===== src/common/ubd_pkg.sv =====
// Constants and types for the utility bus peripheral decode block
`default_nettype none
package ubd_pkg;
  // Encoded select codes, first decoder
  localparam logic [2:0] CODE_CLK_STROBE = 3'h0;
  localparam logic [2:0] CODE_CLK_SEL = 3'h1;
  localparam logic [2:0] CODE_KEYS = 3'h2;
  localparam logic [2:0] CODE_BOOT = 3'h3;
  localparam logic [2:0] CODE_DISKETTE = 3'h4;
  localparam logic [2:0] CODE_DISK_CMD = 3'h5;
  localparam logic [2:0] CODE_DISK_CTL = 3'h6;
  // Encoded select codes, second decoder
  localparam logic [2:0] CODE_CFG_PAGE = 3'h1;
  localparam logic [2:0] CODE_CFG_RAM = 3'h2;
  localparam logic [2:0] CODE_SERIAL_A = 3'h3;
  localparam logic [2:0] CODE_SERIAL_B = 3'h4;
  localparam logic [2:0] CODE_PRINTER = 3'h5;
  localparam logic [2:0] CODE_IDLE = 3'h7;
  // I/O addresses and range bases
  localparam logic [15:0] IO_CLK_BASE = 16'h0070;
  localparam logic [15:0] IO_KEYS_BASE = 16'h0060;
  localparam logic [15:0] IO_DISKETTE_PRI = 16'h03F0;
  localparam logic [15:0] IO_DISKETTE_SEC = 16'h0370;
  localparam logic [15:0] IO_DISK_CMD_PRI = 16'h01F0;
  localparam logic [15:0] IO_DISK_CMD_SEC = 16'h0170;
  localparam logic [15:0] IO_DISK_CTL_PRI = 16'h03F6;
  localparam logic [15:0] IO_DISK_CTL_SEC = 16'h0376;
  localparam logic [15:0] IO_MEDIA_PRI = 16'h03F7;
  localparam logic [15:0] IO_MEDIA_SEC = 16'h0377;
  localparam logic [15:0] IO_CFG_PAGE = 16'h0C00;
  localparam logic [15:0] IO_CFG_RAM_BASE = 16'h0800;
  localparam logic [15:0] IO_SERIAL_PRI = 16'h03F8;
  localparam logic [15:0] IO_SERIAL_ALT = 16'h02F8;
  localparam logic [15:0] IO_PRN_3BC = 16'h03BC;
  localparam logic [15:0] IO_PRN_378 = 16'h0378;
  localparam logic [15:0] IO_PRN_278 = 16'h0278;
  localparam logic [15:0] IO_ALT_CTRL = 16'h0092;
  localparam logic [15:0] IO_FPU_CLEAR = 16'h00F0;
  // Boot memory 64 KB segments, upper address half
  localparam logic [15:0] MEM_BOOT_F = 16'h000F;
  localparam logic [15:0] MEM_BOOT_F_TOP = 16'hFFFF;
  localparam logic [15:0] MEM_BOOT_F_LOW = 16'hFFEF;
  localparam logic [15:0] MEM_BOOT_E = 16'h000E;
  localparam logic [15:0] MEM_BOOT_E_TOP = 16'hFFFE;
  localparam logic [15:0] MEM_BOOT_E_LOW = 16'hFFEE;
  localparam logic [15:0] MEM_BOOT_EXT = 16'hFFFD;
  // Printer range selection
  localparam logic [1:0] PRN_SEL_3BC = 2'h0;
  localparam logic [1:0] PRN_SEL_378 = 2'h1;
  localparam logic [1:0] PRN_SEL_278 = 2'h2;
  // Alternate reset and gate control register
  localparam logic [7:0] ALT_CTRL_RST = 8'h00;
  localparam int ALT_RESET_BIT = 0;
  localparam int ALTERNATE_GATE_A20_BIT = 1;
  typedef enum logic [1:0] {FPU_IDLE, FPU_IRQ, FPU_IGNORE} ubd_fpu_t;
endpackage
`default_nettype wire


===== src/ubd_decode.sv =====
// Utility bus peripheral decode, buffer control and coprocessor error logic
// Notes on behaviour
// [RULE1] Drive three-bit code plus decoder pick line
// [RULE2] First decoder: clock strobe, clock, keys
// [RULE3] First decoder: boot, diskette, disk ranges
// [RULE4] Second decoder: config, serial, printer, idle
// [RULE5] Top boot segment and aliases always decoded
// [RULE6] Lower boot segment decoded only when enabled
// [RULE7] Extra boot region below 4 GB when enabled
// [RULE8] One diskette/disk range decoded at a time
// [RULE9] One shared primary/secondary choice for both
// [RULE10] Each serial select picks one of two ranges
// [RULE11] Printer select decodes one programmed range
// [RULE12] Drive transceiver enable and direction outputs
// [RULE13] Alternate_reset_gate_control drives alternate reset and A20
// [RULE14] Media port read drives inverted media change
// [RULE15] Data line 7 and buffer per decode enables
// [RULE16] Software avoids disk on with diskette off
// [RULE17] Mode bit selects coprocessor error pin use
// [RULE18] Coprocessor error raises COPROC_IRQ_LINE and interrupt out
// [RULE19] Write F0h drops COPROC_IRQ_LINE, sets ignore error
// [RULE20] Ignore error held until error input clears
// [RULE21] Mode off: pin is ordinary COPROC_IRQ_LINE input
// [RULE22] No match holds idle code on decoder two
`default_nettype none
module ubd_decode (
  input wire logic mclk,
  input wire logic resetn,
  input wire logic [31:0] isa_addr,
  input wire logic io_read,
  input wire logic io_write,
  input wire logic mem_read,
  input wire logic mem_write,
  input wire logic [7:0] isa_wdata,
  input wire logic media_change_in,
  input wire logic coproc_error_in_n,
  input wire logic coproc_mode,
  input wire logic low_boot_en,
  input wire logic boot_ext_en,
  input wire logic drive_secondary,
  input wire logic diskette_dec_en,
  input wire logic disk_dec_en,
  input wire logic serial_a_en,
  input wire logic serial_a_alt,
  input wire logic serial_b_en,
  input wire logic serial_b_alt,
  input wire logic printer_en,
  input wire logic [1:0] printer_range,
  output logic [2:0] encoded_select_code,
  output logic decoder_pick_n,
  output logic peripheral_buffer_oe_n,
  output logic peripheral_buffer_dir,
  output logic sd7_out,
  output logic sd7_oe,
  output logic [7:0] rd_data,
  output logic rd_data_oe,
  output logic fallback_cpu_reset,
  output logic alternate_gate_a20,
  output logic coproc_irq_line,
  output logic cpu_int_out,
  output logic ignore_numeric_err_n
);

  logic [15:0] io_addr;
  logic io_cyc;
  logic mem_cyc;
  logic [15:0] seg;
  logic [15:0] diskette_base;
  logic [15:0] disk_cmd_base;
  logic [15:0] disk_ctl_base;
  logic [15:0] media_port;
  logic [15:0] serial_a_base;
  logic [15:0] serial_b_base;
  logic printer_hit;
  logic boot_hit;
  logic media_read;
  logic hit;
  logic [2:0] next_code;
  logic next_pick_n;
  logic next_buf_en;
  logic next_sd7_oe;
  logic [7:0] alt_ctrl;
  logic fpu_clear_wr;
  logic err_active;
  ubd_pkg::ubd_fpu_t fpu_state;
  ubd_pkg::ubd_fpu_t next_fpu_state;

  assign io_addr = isa_addr[15:0];
  assign seg = isa_addr[31:16];
  assign io_cyc = io_read | io_write;
  assign mem_cyc = mem_read | mem_write;
  assign err_active = ~coproc_error_in_n;
  assign fpu_clear_wr = io_write && (io_addr == ubd_pkg::IO_FPU_CLEAR);

  // One bit chooses both drive ranges so they never split
  always_comb begin
    diskette_base = ubd_pkg::IO_DISKETTE_PRI; // RULE9
    disk_cmd_base = ubd_pkg::IO_DISK_CMD_PRI;
    disk_ctl_base = ubd_pkg::IO_DISK_CTL_PRI;
    media_port = ubd_pkg::IO_MEDIA_PRI;
    if (drive_secondary) begin // RULE8
      diskette_base = ubd_pkg::IO_DISKETTE_SEC;
      disk_cmd_base = ubd_pkg::IO_DISK_CMD_SEC;
      disk_ctl_base = ubd_pkg::IO_DISK_CTL_SEC;
      media_port = ubd_pkg::IO_MEDIA_SEC;
    end
  end

  assign serial_a_base = serial_a_alt ? ubd_pkg::IO_SERIAL_ALT :
                         ubd_pkg::IO_SERIAL_PRI; // RULE10
  assign serial_b_base = serial_b_alt ? ubd_pkg::IO_SERIAL_ALT :
                         ubd_pkg::IO_SERIAL_PRI; // RULE10

  always_comb begin
    case (printer_range) // RULE11
      ubd_pkg::PRN_SEL_3BC:
        printer_hit = io_addr[15:2] == ubd_pkg::IO_PRN_3BC[15:2];
      ubd_pkg::PRN_SEL_378:
        printer_hit = io_addr[15:3] == ubd_pkg::IO_PRN_378[15:3];
      ubd_pkg::PRN_SEL_278:
        printer_hit = io_addr[15:3] == ubd_pkg::IO_PRN_278[15:3];
      default: printer_hit = 1'b0;
    endcase
  end

  always_comb begin
    boot_hit = (seg == ubd_pkg::MEM_BOOT_F) ||
               (seg == ubd_pkg::MEM_BOOT_F_TOP) ||
               (seg == ubd_pkg::MEM_BOOT_F_LOW); // RULE5
    if (low_boot_en) begin // RULE6
      boot_hit = boot_hit || (seg == ubd_pkg::MEM_BOOT_E) ||
                 (seg == ubd_pkg::MEM_BOOT_E_TOP) ||
                 (seg == ubd_pkg::MEM_BOOT_E_LOW);
    end
    if (boot_ext_en) begin // RULE7
      boot_hit = boot_hit || (seg == ubd_pkg::MEM_BOOT_EXT);
    end
  end

  assign media_read = io_read && (io_addr == media_port);

  // Disk control wins over diskette where the two ranges overlap
  always_comb begin
    hit = 1'b1;
    next_pick_n = 1'b0; // RULE1
    next_code = ubd_pkg::CODE_IDLE;
    if (mem_cyc && boot_hit) begin
      next_code = ubd_pkg::CODE_BOOT; // RULE3
    end else if (!io_cyc) begin
      hit = 1'b0;
    end else if (io_write && !io_addr[0] &&
                 io_addr[15:3] == ubd_pkg::IO_CLK_BASE[15:3]) begin
      next_code = ubd_pkg::CODE_CLK_STROBE; // RULE2
    end else if (io_addr[0] &&
                 io_addr[15:3] == ubd_pkg::IO_CLK_BASE[15:3]) begin
      next_code = ubd_pkg::CODE_CLK_SEL; // RULE2
    end else if (!io_addr[0] &&
                 io_addr[15:3] == ubd_pkg::IO_KEYS_BASE[15:3]) begin
      next_code = ubd_pkg::CODE_KEYS; // RULE2
    end else if (disk_dec_en && io_addr[15:1] == disk_ctl_base[15:1]) begin
      next_code = ubd_pkg::CODE_DISK_CTL; // RULE3
    end else if (diskette_dec_en &&
                 io_addr[15:3] == diskette_base[15:3]) begin
      next_code = ubd_pkg::CODE_DISKETTE; // RULE3
    end else if (disk_dec_en && io_addr[15:3] == disk_cmd_base[15:3]) begin
      next_code = ubd_pkg::CODE_DISK_CMD; // RULE3
    end else begin
      next_pick_n = 1'b1; // RULE4
      if (io_addr == ubd_pkg::IO_CFG_PAGE) begin
        next_code = ubd_pkg::CODE_CFG_PAGE;
      end else if (io_addr[15:8] == ubd_pkg::IO_CFG_RAM_BASE[15:8]) begin
        next_code = ubd_pkg::CODE_CFG_RAM;
      end else if (serial_a_en &&
                   io_addr[15:3] == serial_a_base[15:3]) begin
        next_code = ubd_pkg::CODE_SERIAL_A;
      end else if (serial_b_en &&
                   io_addr[15:3] == serial_b_base[15:3]) begin
        next_code = ubd_pkg::CODE_SERIAL_B;
      end else if (printer_en && printer_hit) begin
        next_code = ubd_pkg::CODE_PRINTER;
      end else begin
        hit = 1'b0;
      end
    end
    if (!hit) begin
      next_pick_n = 1'b1; // RULE22
      next_code = ubd_pkg::CODE_IDLE;
    end
  end

  // Buffer stays off while the block itself drives data line 7
  always_comb begin
    next_buf_en = hit;
    next_sd7_oe = 1'b0;
    if (media_read && diskette_dec_en && !disk_dec_en) begin // RULE15
      next_buf_en = 1'b0;
      next_sd7_oe = 1'b1; // RULE14
    end
  end

  always_ff @(posedge mclk or negedge resetn) begin
    if (!resetn) begin
      encoded_select_code <= ubd_pkg::CODE_IDLE;
      decoder_pick_n <= 1'b1;
    end else begin
      encoded_select_code <= next_code; // RULE1
      decoder_pick_n <= next_pick_n;
    end
  end

  always_ff @(posedge mclk or negedge resetn) begin
    if (!resetn) begin
      peripheral_buffer_oe_n <= 1'b1;
      peripheral_buffer_dir <= 1'b0;
      sd7_out <= 1'b0;
      sd7_oe <= 1'b0;
    end else begin
      peripheral_buffer_oe_n <= ~next_buf_en; // RULE12
      peripheral_buffer_dir <= next_buf_en && (io_read || mem_read);
      sd7_out <= ~media_change_in; // RULE14
      sd7_oe <= next_sd7_oe;
    end
  end

  always_ff @(posedge mclk or negedge resetn) begin
    if (!resetn) begin
      alt_ctrl <= ubd_pkg::ALT_CTRL_RST;
    end else if (io_write && io_addr == ubd_pkg::IO_ALT_CTRL) begin
      alt_ctrl <= isa_wdata; // RULE13
    end
  end

  assign fallback_cpu_reset = alt_ctrl[ubd_pkg::ALT_RESET_BIT];
  assign alternate_gate_a20 = alt_ctrl[ubd_pkg::ALTERNATE_GATE_A20_BIT];

  always_ff @(posedge mclk or negedge resetn) begin
    if (!resetn) begin
      rd_data <= 8'h00;
      rd_data_oe <= 1'b0;
    end else begin
      rd_data_oe <= io_read && io_addr == ubd_pkg::IO_ALT_CTRL;
      rd_data <= alt_ctrl;
    end
  end

  // With mode on, a live error always wins over leaving the ignore state
  always_comb begin
    next_fpu_state = fpu_state;
    case (fpu_state)
      ubd_pkg::FPU_IDLE: begin
        if (coproc_mode && err_active) begin // RULE17
          next_fpu_state = ubd_pkg::FPU_IRQ;
        end
      end
      ubd_pkg::FPU_IRQ: begin
        if (!coproc_mode || !err_active) begin
          next_fpu_state = ubd_pkg::FPU_IDLE;
        end else if (fpu_clear_wr) begin // RULE19
          next_fpu_state = ubd_pkg::FPU_IGNORE;
        end
      end
      ubd_pkg::FPU_IGNORE: begin
        if (!coproc_mode || !err_active) begin // RULE20
          next_fpu_state = ubd_pkg::FPU_IDLE;
        end
      end
      default: next_fpu_state = ubd_pkg::FPU_IDLE;
    endcase
  end

  always_ff @(posedge mclk or negedge resetn) begin
    if (!resetn) begin
      fpu_state <= ubd_pkg::FPU_IDLE;
      coproc_irq_line <= 1'b0;
      cpu_int_out <= 1'b0;
      ignore_numeric_err_n <= 1'b1;
    end else begin
      fpu_state <= next_fpu_state;
      // Pin level is passed through as a plain request when mode is off
      coproc_irq_line <= coproc_mode ?
                         (next_fpu_state == ubd_pkg::FPU_IRQ) :
                         coproc_error_in_n; // RULE21
      cpu_int_out <= coproc_mode &&
                     next_fpu_state == ubd_pkg::FPU_IRQ; // RULE18
      ignore_numeric_err_n <= next_fpu_state != ubd_pkg::FPU_IGNORE; // RULE19
    end
  end
endmodule
`default_nettype wire


===== config.mk =====
export PLATFORM = sky130hd
export DESIGN_NAME = ubd_decode
export DESIGN_NICKNAME = d
export VERILOG_FILES = /design/src/common/ubd_pkg.sv /design/src/ubd_decode.sv
export SDC_FILE = /design/constraint.sdc
export NUM_CORES = 1
export LEC_CHECK = 0
export BUFFER_PORTS_ARGS = -buffer_cell sky130_fd_sc_hd__buf_2
export CAP_MARGIN = 20
export CORE_MARGIN = 10
export CORE_UTILIZATION = 28
export CTS_CLUSTER_SIZE = 24
export DETAILED_ROUTE_END_ITERATION = 7
export GPL_TIMING_DRIVEN = 0
export PLACE_DENSITY = 0.59
export SLEW_MARGIN = 20
export SYNTH_ARGS = -nofsm -noshare
export SYNTH_HDL_FRONTEND = slang
export SYNTH_SLANG_ARGS = --single-unit

===== constraint.sdc =====
create_clock -name mclk -period 1.45 [get_ports mclk]
set_clock_uncertainty 0.15 [all_clocks]
set_input_delay 0.3625 -clock mclk [delete_from_list [all_inputs] [get_ports mclk]]
set_output_delay 0.3625 -clock mclk [all_outputs]
set_load 0.005 [all_outputs]

==> out/metrics.csv, run 1 <==
metric,value,unit
final RePlAce weighted congestion,0.878,
leakage,0.00122,uW
H-tree depth,2,
pre-CTS WS,-0.783,ns
die boundary height,97.4,um
"Avg Cell Area, Syn",10.3,um^2
"antenna viol nets, final",0,
DR iter-0 viols,52,
final worst setup slack,-0.380,ns
crit path kind,primary input to flip-flop,
count of cell types in the netlist,52,
Via density,4.81,
fin crit share,1.26,
syn_nets,227,
"Req. time, crit path",1.45,ns
mapped cell area,1680,um^2
Synth Register Bits,30,
status,"finished, violations left",
area grow syn2layout,54.4,%
max-slew violations,0,
layout cells sized above 1,0.542,
"EDFF count, synth",0,
Final nets,325,
Post-Route Setup TNS,-5.40,ns
failing checks,negative setup slack,
WL/cell,15.4,um
final wirelength,5.21,mm
maxcap violations,0,
Num CTS Buffers,5,
critical path endpoint category,flip-flop,
post-synth top area share,0.358,
worst-case clock buffer depth,2,
Ys Warns,0,
core region area,5890,um^2
Root Buffer,clkbuf_8,
multi-input logic area,1040,um^2
"Hold Violations, Final",0,
Worst-Skew Late Latency,0.27,ns
startpoint types,primary input,
Sink Count,30,
Die X,97.4,um
Max Fclk,546,MHz
filler instances,590,
FP Rows,28,
Slew headroom,0.584,
largest net degree at the start of global routing,31,
I/O pins,83,
Worst VDD drop,0.579,mV
antenna cell count,0,
crit-path max FO,8,
post-DP HPWL,4.20,mm
number of global-route vias before repair,1740,
cell area power density,677,nW/um^2
worst-margin pin slew,0.623,ns
register area,758,um^2
Yosys top cell by area,dfrtp_1,
final worst path period need,1.83,ns
die area,9490,um^2
grt total ovfl,0,
initial antenna violation count,0,
DRC errors left,0,
Clock transition at path regs,0.06,ns
Initial Util,0.285,
Synth Instances,163,
TritonCTS clock tree,done,
DR pass1 iterations,4,
RSZ-0062 raised after global routing,true,
# setup viols final,20,
PortBufs,78,
synth top area cells,"dfrtp_1 (36%), dfstp_2 (9.4%), mux2_2 (6.0%)",
top_reg_cell synth,dfrtp_1,
arrival time worst endpoint,1.83,ns
GRT Total Usage,0.106,
Layout Utilization,0.440,
ys async rst share,1.00,
first-pass GRT wire length,8.40,mm
via count,1621,
Hold WC Path Type,primary input to flip-flop,
sequential fraction of the synthesis area,0.452,
==> cell usage after synthesis, types with 2 or more instances <==
| master | number |
|---|---|
| dfrtp_1 | 24 |
| nand3_1 | 12 |
| nor2_1 | 12 |
| mux2_2 | 9 |
| nand2_1 | 9 |
| nor4_1 | 8 |
| inv_1 | 7 |
| dfstp_2 | 6 |
| a21o_1 | 5 |
| a21oi_1 | 4 |
| nand2b_1 | 4 |
| nand4b_1 | 4 |
| o21ai_0 | 4 |
| xor2_1 | 4 |
| ha_1 | 3 |
| nand4_1 | 3 |
| nor2b_1 | 3 |
| nor3_1 | 3 |
| clkbuf_2 | 2 |
| nor3b_1 | 2 |
| nor4_2 | 2 |
| nor4bb_1 | 2 |
| o21ai_1 | 2 |
==> cell type report <==
type | instances | area share
Inverter | 7 | 0.0101
Buffer | 5 | 0.0222
Sequential cell | 30 | 0.292
Multi-Input combinational cell | 121 | 0.403
Clock buffer | 8 | 0.0309
Tap cell | 75 | 0.0362
Timing Repair Buffer | 91 | 0.205
==> registers in the layout, summed over array words and instances (netlist names) <==
signal,cells
sd7_oe,1
cpu_int_out,1
sd7_out,1
alt_ctrl,8
peripheral_buffer_dir,1
decoder_pick_n,1
fpu_state,2
coproc_irq_line,1
ignore_numeric_err_n,1
rd_data_oe,1
peripheral_buffer_oe_n,1
rd_data,8
encoded_select_code,3
==> layer usage <==
layer	GRT usage	vias up	share of wire
met3	0.0420	7	0.071
met4	0.0235	0	0.0075
met2	0.175	57	0.50
met1	0.126	753	0.43
li1	-	804	-
met5	0	-	0
==> where the power goes <==
part / switching (uW) / internal [uW]
logic: 155 / 145
clock network: 268 / 339
registers: 2.62 / 846
==> worst paths after layout <==
kind / start / to / slack [ns] / cells past startpoint
setup / recovery: isa_addr[9] / alt_ctrl[7] / -0.38 / 8
hold / removal: media_change_in / sd7_out / 0.07 / 2
setup reg to reg: fpu_state[1] / coproc_irq_line / 0.26 / 3
hold reg to reg: alt_ctrl[7] / rd_data[7] / 0.22 / 0
max in group asynchronous: resetn / alt_ctrl[3] / 0.25 / 2
min in group asynchronous: resetn / coproc_irq_line / 0.50 / 2
==> what timing repair did <==
item | 4_1_cts | 5_1_grt
cloned | 0 | 0
buffers inserted | 9 | 3
pin swaps | 15 | 9
hold buffers | 1 | 0
endpoints found under the hold margin | 24 | 0
endpoints found under the setup margin | 21 | 22
resized for setup | 32 | 11
==> worst max-delay path: stages <==
cell and delay (ns):
buf_6 0.11, or2_4 0.26, nor4_4 0.17, nand2_2 0.10, nor4b_4 0.26, nand3_2 0.11, buf_6 0.16, mux2_4 0.29
==> cell families (layout without fill, tap and decap cells) <==
kind of cell / count (synthesis) / in the layout / share of synthesized area
buffers and inverters: 12 / 111 / 0.0335
muxes: 9 / 9 / 0.0604
DFF: 30 / 30 / 0.452
adders and majority gates: 3 / 3 / 0.0224
and+or+nand+nor: 80 / 80 / 0.311
AOI/OAI and AO/OA: 25 / 25 / 0.0999
xor gates and xnor gates: 4 / 4 / 0.0209
==> layout by cell type (no fill, tap or decap), types with 3 or more instances in the layout <==
master / netlist / layout
nor2_1: 12 / 11
buf_6: 1 / 6
ha_1: 3 / 3
dfstp_2: 6 / 6
nor4_4: 1 / 4
a21oi_1: 4 / 4
nand3_1: 12 / 11
o21ai_1: 2 / 3
dfrtp_1: 24 / 24
nand4_1: 3 / 3
nor4_1: 8 / 5
nand2b_1: 4 / 4
clkbuf_8: 0 / 6
xor2_1: 4 / 3
nand4b_1: 4 / 4
nor2b_1: 3 / 3
buf_2: 1 / 72
buf_4: 0 / 12
nand2_1: 9 / 8
inv_1: 7 / 7
mux2_2: 9 / 7
clkbuf_1: 1 / 3
a21o_1: 5 / 5
==> per-stage QoR <==
| stage | std cells | cell area (um^2) | total power [uW] | hold WS [ns] |
|---|---|---|---|---|
| after detailed placement | 316 | 2200 | 1120 | 0.210 |
| final | 337 | 2590 | 1760 | 0.0734 |
| after global placement | 316 | 2200 | 1110 | 0.201 |
| after CTS | 334 | 2500 | 1780 | 0.0629 |
| after global routing | 337 | 2590 | 1860 | 0.0662 |
| after floorplan | 163 | 1720 | 965 | -0.0831 |
(Power assumes the default switching activity.)
==> run 2: changes to the inputs <==
ABC_AREA = 0   (was not set)
clock period = 2.2 ns   (was 1.45 ns; I/O delays follow)
==> run 2 against run 1 <==
Net effect: the run now ends clean; final cell count is 3.9% lower; sequential power down 34%; first-iteration DRC count is 29% lower; final area is 10% lower; combinational power down 46%; sequential cell count is the same; die area did not move; critical path depth down 1; non-clock buffer count down 13; core utilization is 4.4 points lower; critical endpoint is now coproc_irq_line; largest power group is now clock; highest routed layer unchanged.
==> out/metrics.csv, run 2 (synthesized netlist as in run 1, its figures left out) <==
metric,value,unit
status,completed,
post-DP HPWL,4.11,mm
dpl cells,316,
grt total ovfl,0,
Initial Util,0.285,
leakage,0.00112,uW
# setup viols final,0,
GRT Total Usage,0.0976,
final instance area,2330,um^2
Final nets,312,
WL/cell,14.9,um
"antenna viol nets, final",0,
core region area,5890,um^2
Regs by FF count,"alt_ctrl (8), rd_data (8), encoded_select_code (3)",
final RePlAce weighted congestion,0.885,
R2R Setup Slk,1.00,ns
Root Buffer,clkbuf_8,
arrival time worst endpoint,2.12,ns
"Hold Violations, Final",0,
final wirelength,4.83,mm
startpoint types,primary input,
I/O pins,83,
Sink Count,30,
reg2reg path depth,3,
PortBufs,78,
Via density,4.78,
maxcap violations,0,
FP Rows,28,
DR iter-0 viols,37,
worst-margin pin slew,0.630,ns
critical path endpoint category,flip-flop,
number of global-route vias before repair,1665,
DR pass1 iterations,4,
antenna cell count,0,
RSZ-0062 raised after global routing,false,
Num CTS Buffers,5,
max-slew violations,0,
Worst VDD drop,0.394,mV
worst-case clock buffer depth,2,
reg-to-reg startpoint,fpu_state[1],
initial antenna violation count,0,
area grow syn2layout,38.8,%
die boundary height,97.4,um
die area,9490,um^2
via count,1548,
Post-Place Cell Area,2160,um^2
"commonest non-fill, non-tap cell in the layout",buf_2,
Pwr Total,1400,uW
layout cells sized above 1,0.458,
Clock transition at path regs,0.06,ns
Post-CTS Setup Inserts,0,
first-pass GRT wire length,7.78,mm
Hold WC Path Type,primary input to async pin,
Slew headroom,0.580,
fin crit share,0.957,
final worst path period need,2.11,ns
crit path kind,primary input to flip-flop,
TritonCTS clock tree,done,
Worst-Skew Late Latency,0.27,ns
filler instances,618,
crit-path max FO,3,
H-tree depth,2,
Max Fclk,475,MHz
DRC errors left,0,
post-route insts no fill,324,
largest net degree at the start of global routing,31,
"Req. time, crit path",2.22,ns
hold buffers post-CTS,0,
reg-to-reg endpoint,coproc_irq_line,
Die X,97.4,um
cell area power density,601,nW/um^2
most frequent cells in the layout,"buf_2 (79), dfrtp_1 (24), nor2_1 (12), nand3_1 (12)",
[run 2: what timing repair did]
| item | CTS | global route |
|---|---|---|
| endpoints found under the setup margin | 6 | 9 |
| resized for setup | 1 | 2 |
| pin swaps | 0 | 1 |
| endpoints found under the hold margin | 0 | 0 |
[run 2: per-layer routing]
metal	global-route usage	wire, um	vias up
met5	0	0	-
met4	0.0391	99	0
met3	0.0341	339	11
met2	0.157	2220	57
met1	0.116	2160	706
li1	-	-	774
[run 2: layout make-up]
| type | instances | area [um^2] | area share |
|---|---|---|---|
| timing repair buffer | 78 | 390 | 0.167 |
| multi-input combinational | 121 | 890 | 0.382 |
| clock inverter | 2 | 60.1 | 0.0258 |
| tap | 75 | 93.8 | 0.0403 |
| inverter | 7 | 26.3 | 0.0113 |
| sequential | 30 | 758 | 0.325 |
| clock buffer | 6 | 82.6 | 0.0354 |
| buffer | 5 | 30.0 | 0.0129 |
[run 2: critical path: stages]
cell and delay (ns):
buf_2 0.12, or4_1 0.56, nor2_1 0.20, and3_2 0.25, a31oi_1 0.12, nor3b_1 0.17
a21o_1 0.15
[run 2: worst max-delay path by stage]
stage | from | endpoint | depth (start not counted)
floorplan | isa_addr[8] | alt_ctrl[0] | 7
global placement | isa_addr[12] | alt_ctrl[5] | 6
detailed placement | isa_addr[12] | alt_ctrl[3] | 6
CTS | isa_addr[9] | alt_ctrl[2] | 7
global route | isa_addr[12] | peripheral_buffer_dir | 7
finish | isa_addr[12] | coproc_irq_line | 7
[run 2: power breakdown]
part / total [uW] / switching (uW) / internal (uW)
sequential: 558 / 1.31 / 557
combinational: 161 / 89.1 / 72.1
clock: 681 / 198 / 483
total: 1400 / 288 / 1110
[run 2: per-stage QoR]
| step | worst slack (ns) | setup TNS [ns] | utilization | hold slack, ns |
|---|---|---|---|---|
| detailed placement | -0.319 | -3.37 | 0.368 | 0.209 |
| global route | 0.00116 | 0 | 0.396 | 0.194 |
| floorplan | 0.0476 | 0 | - | 0.104 |
| finish | 0.0946 | 0 | 0.396 | 0.139 |
| global placement | -0.299 | -3.18 | 0.368 | 0.201 |
| CTS | 0.0269 | 0 | 0.393 | 0.155 |
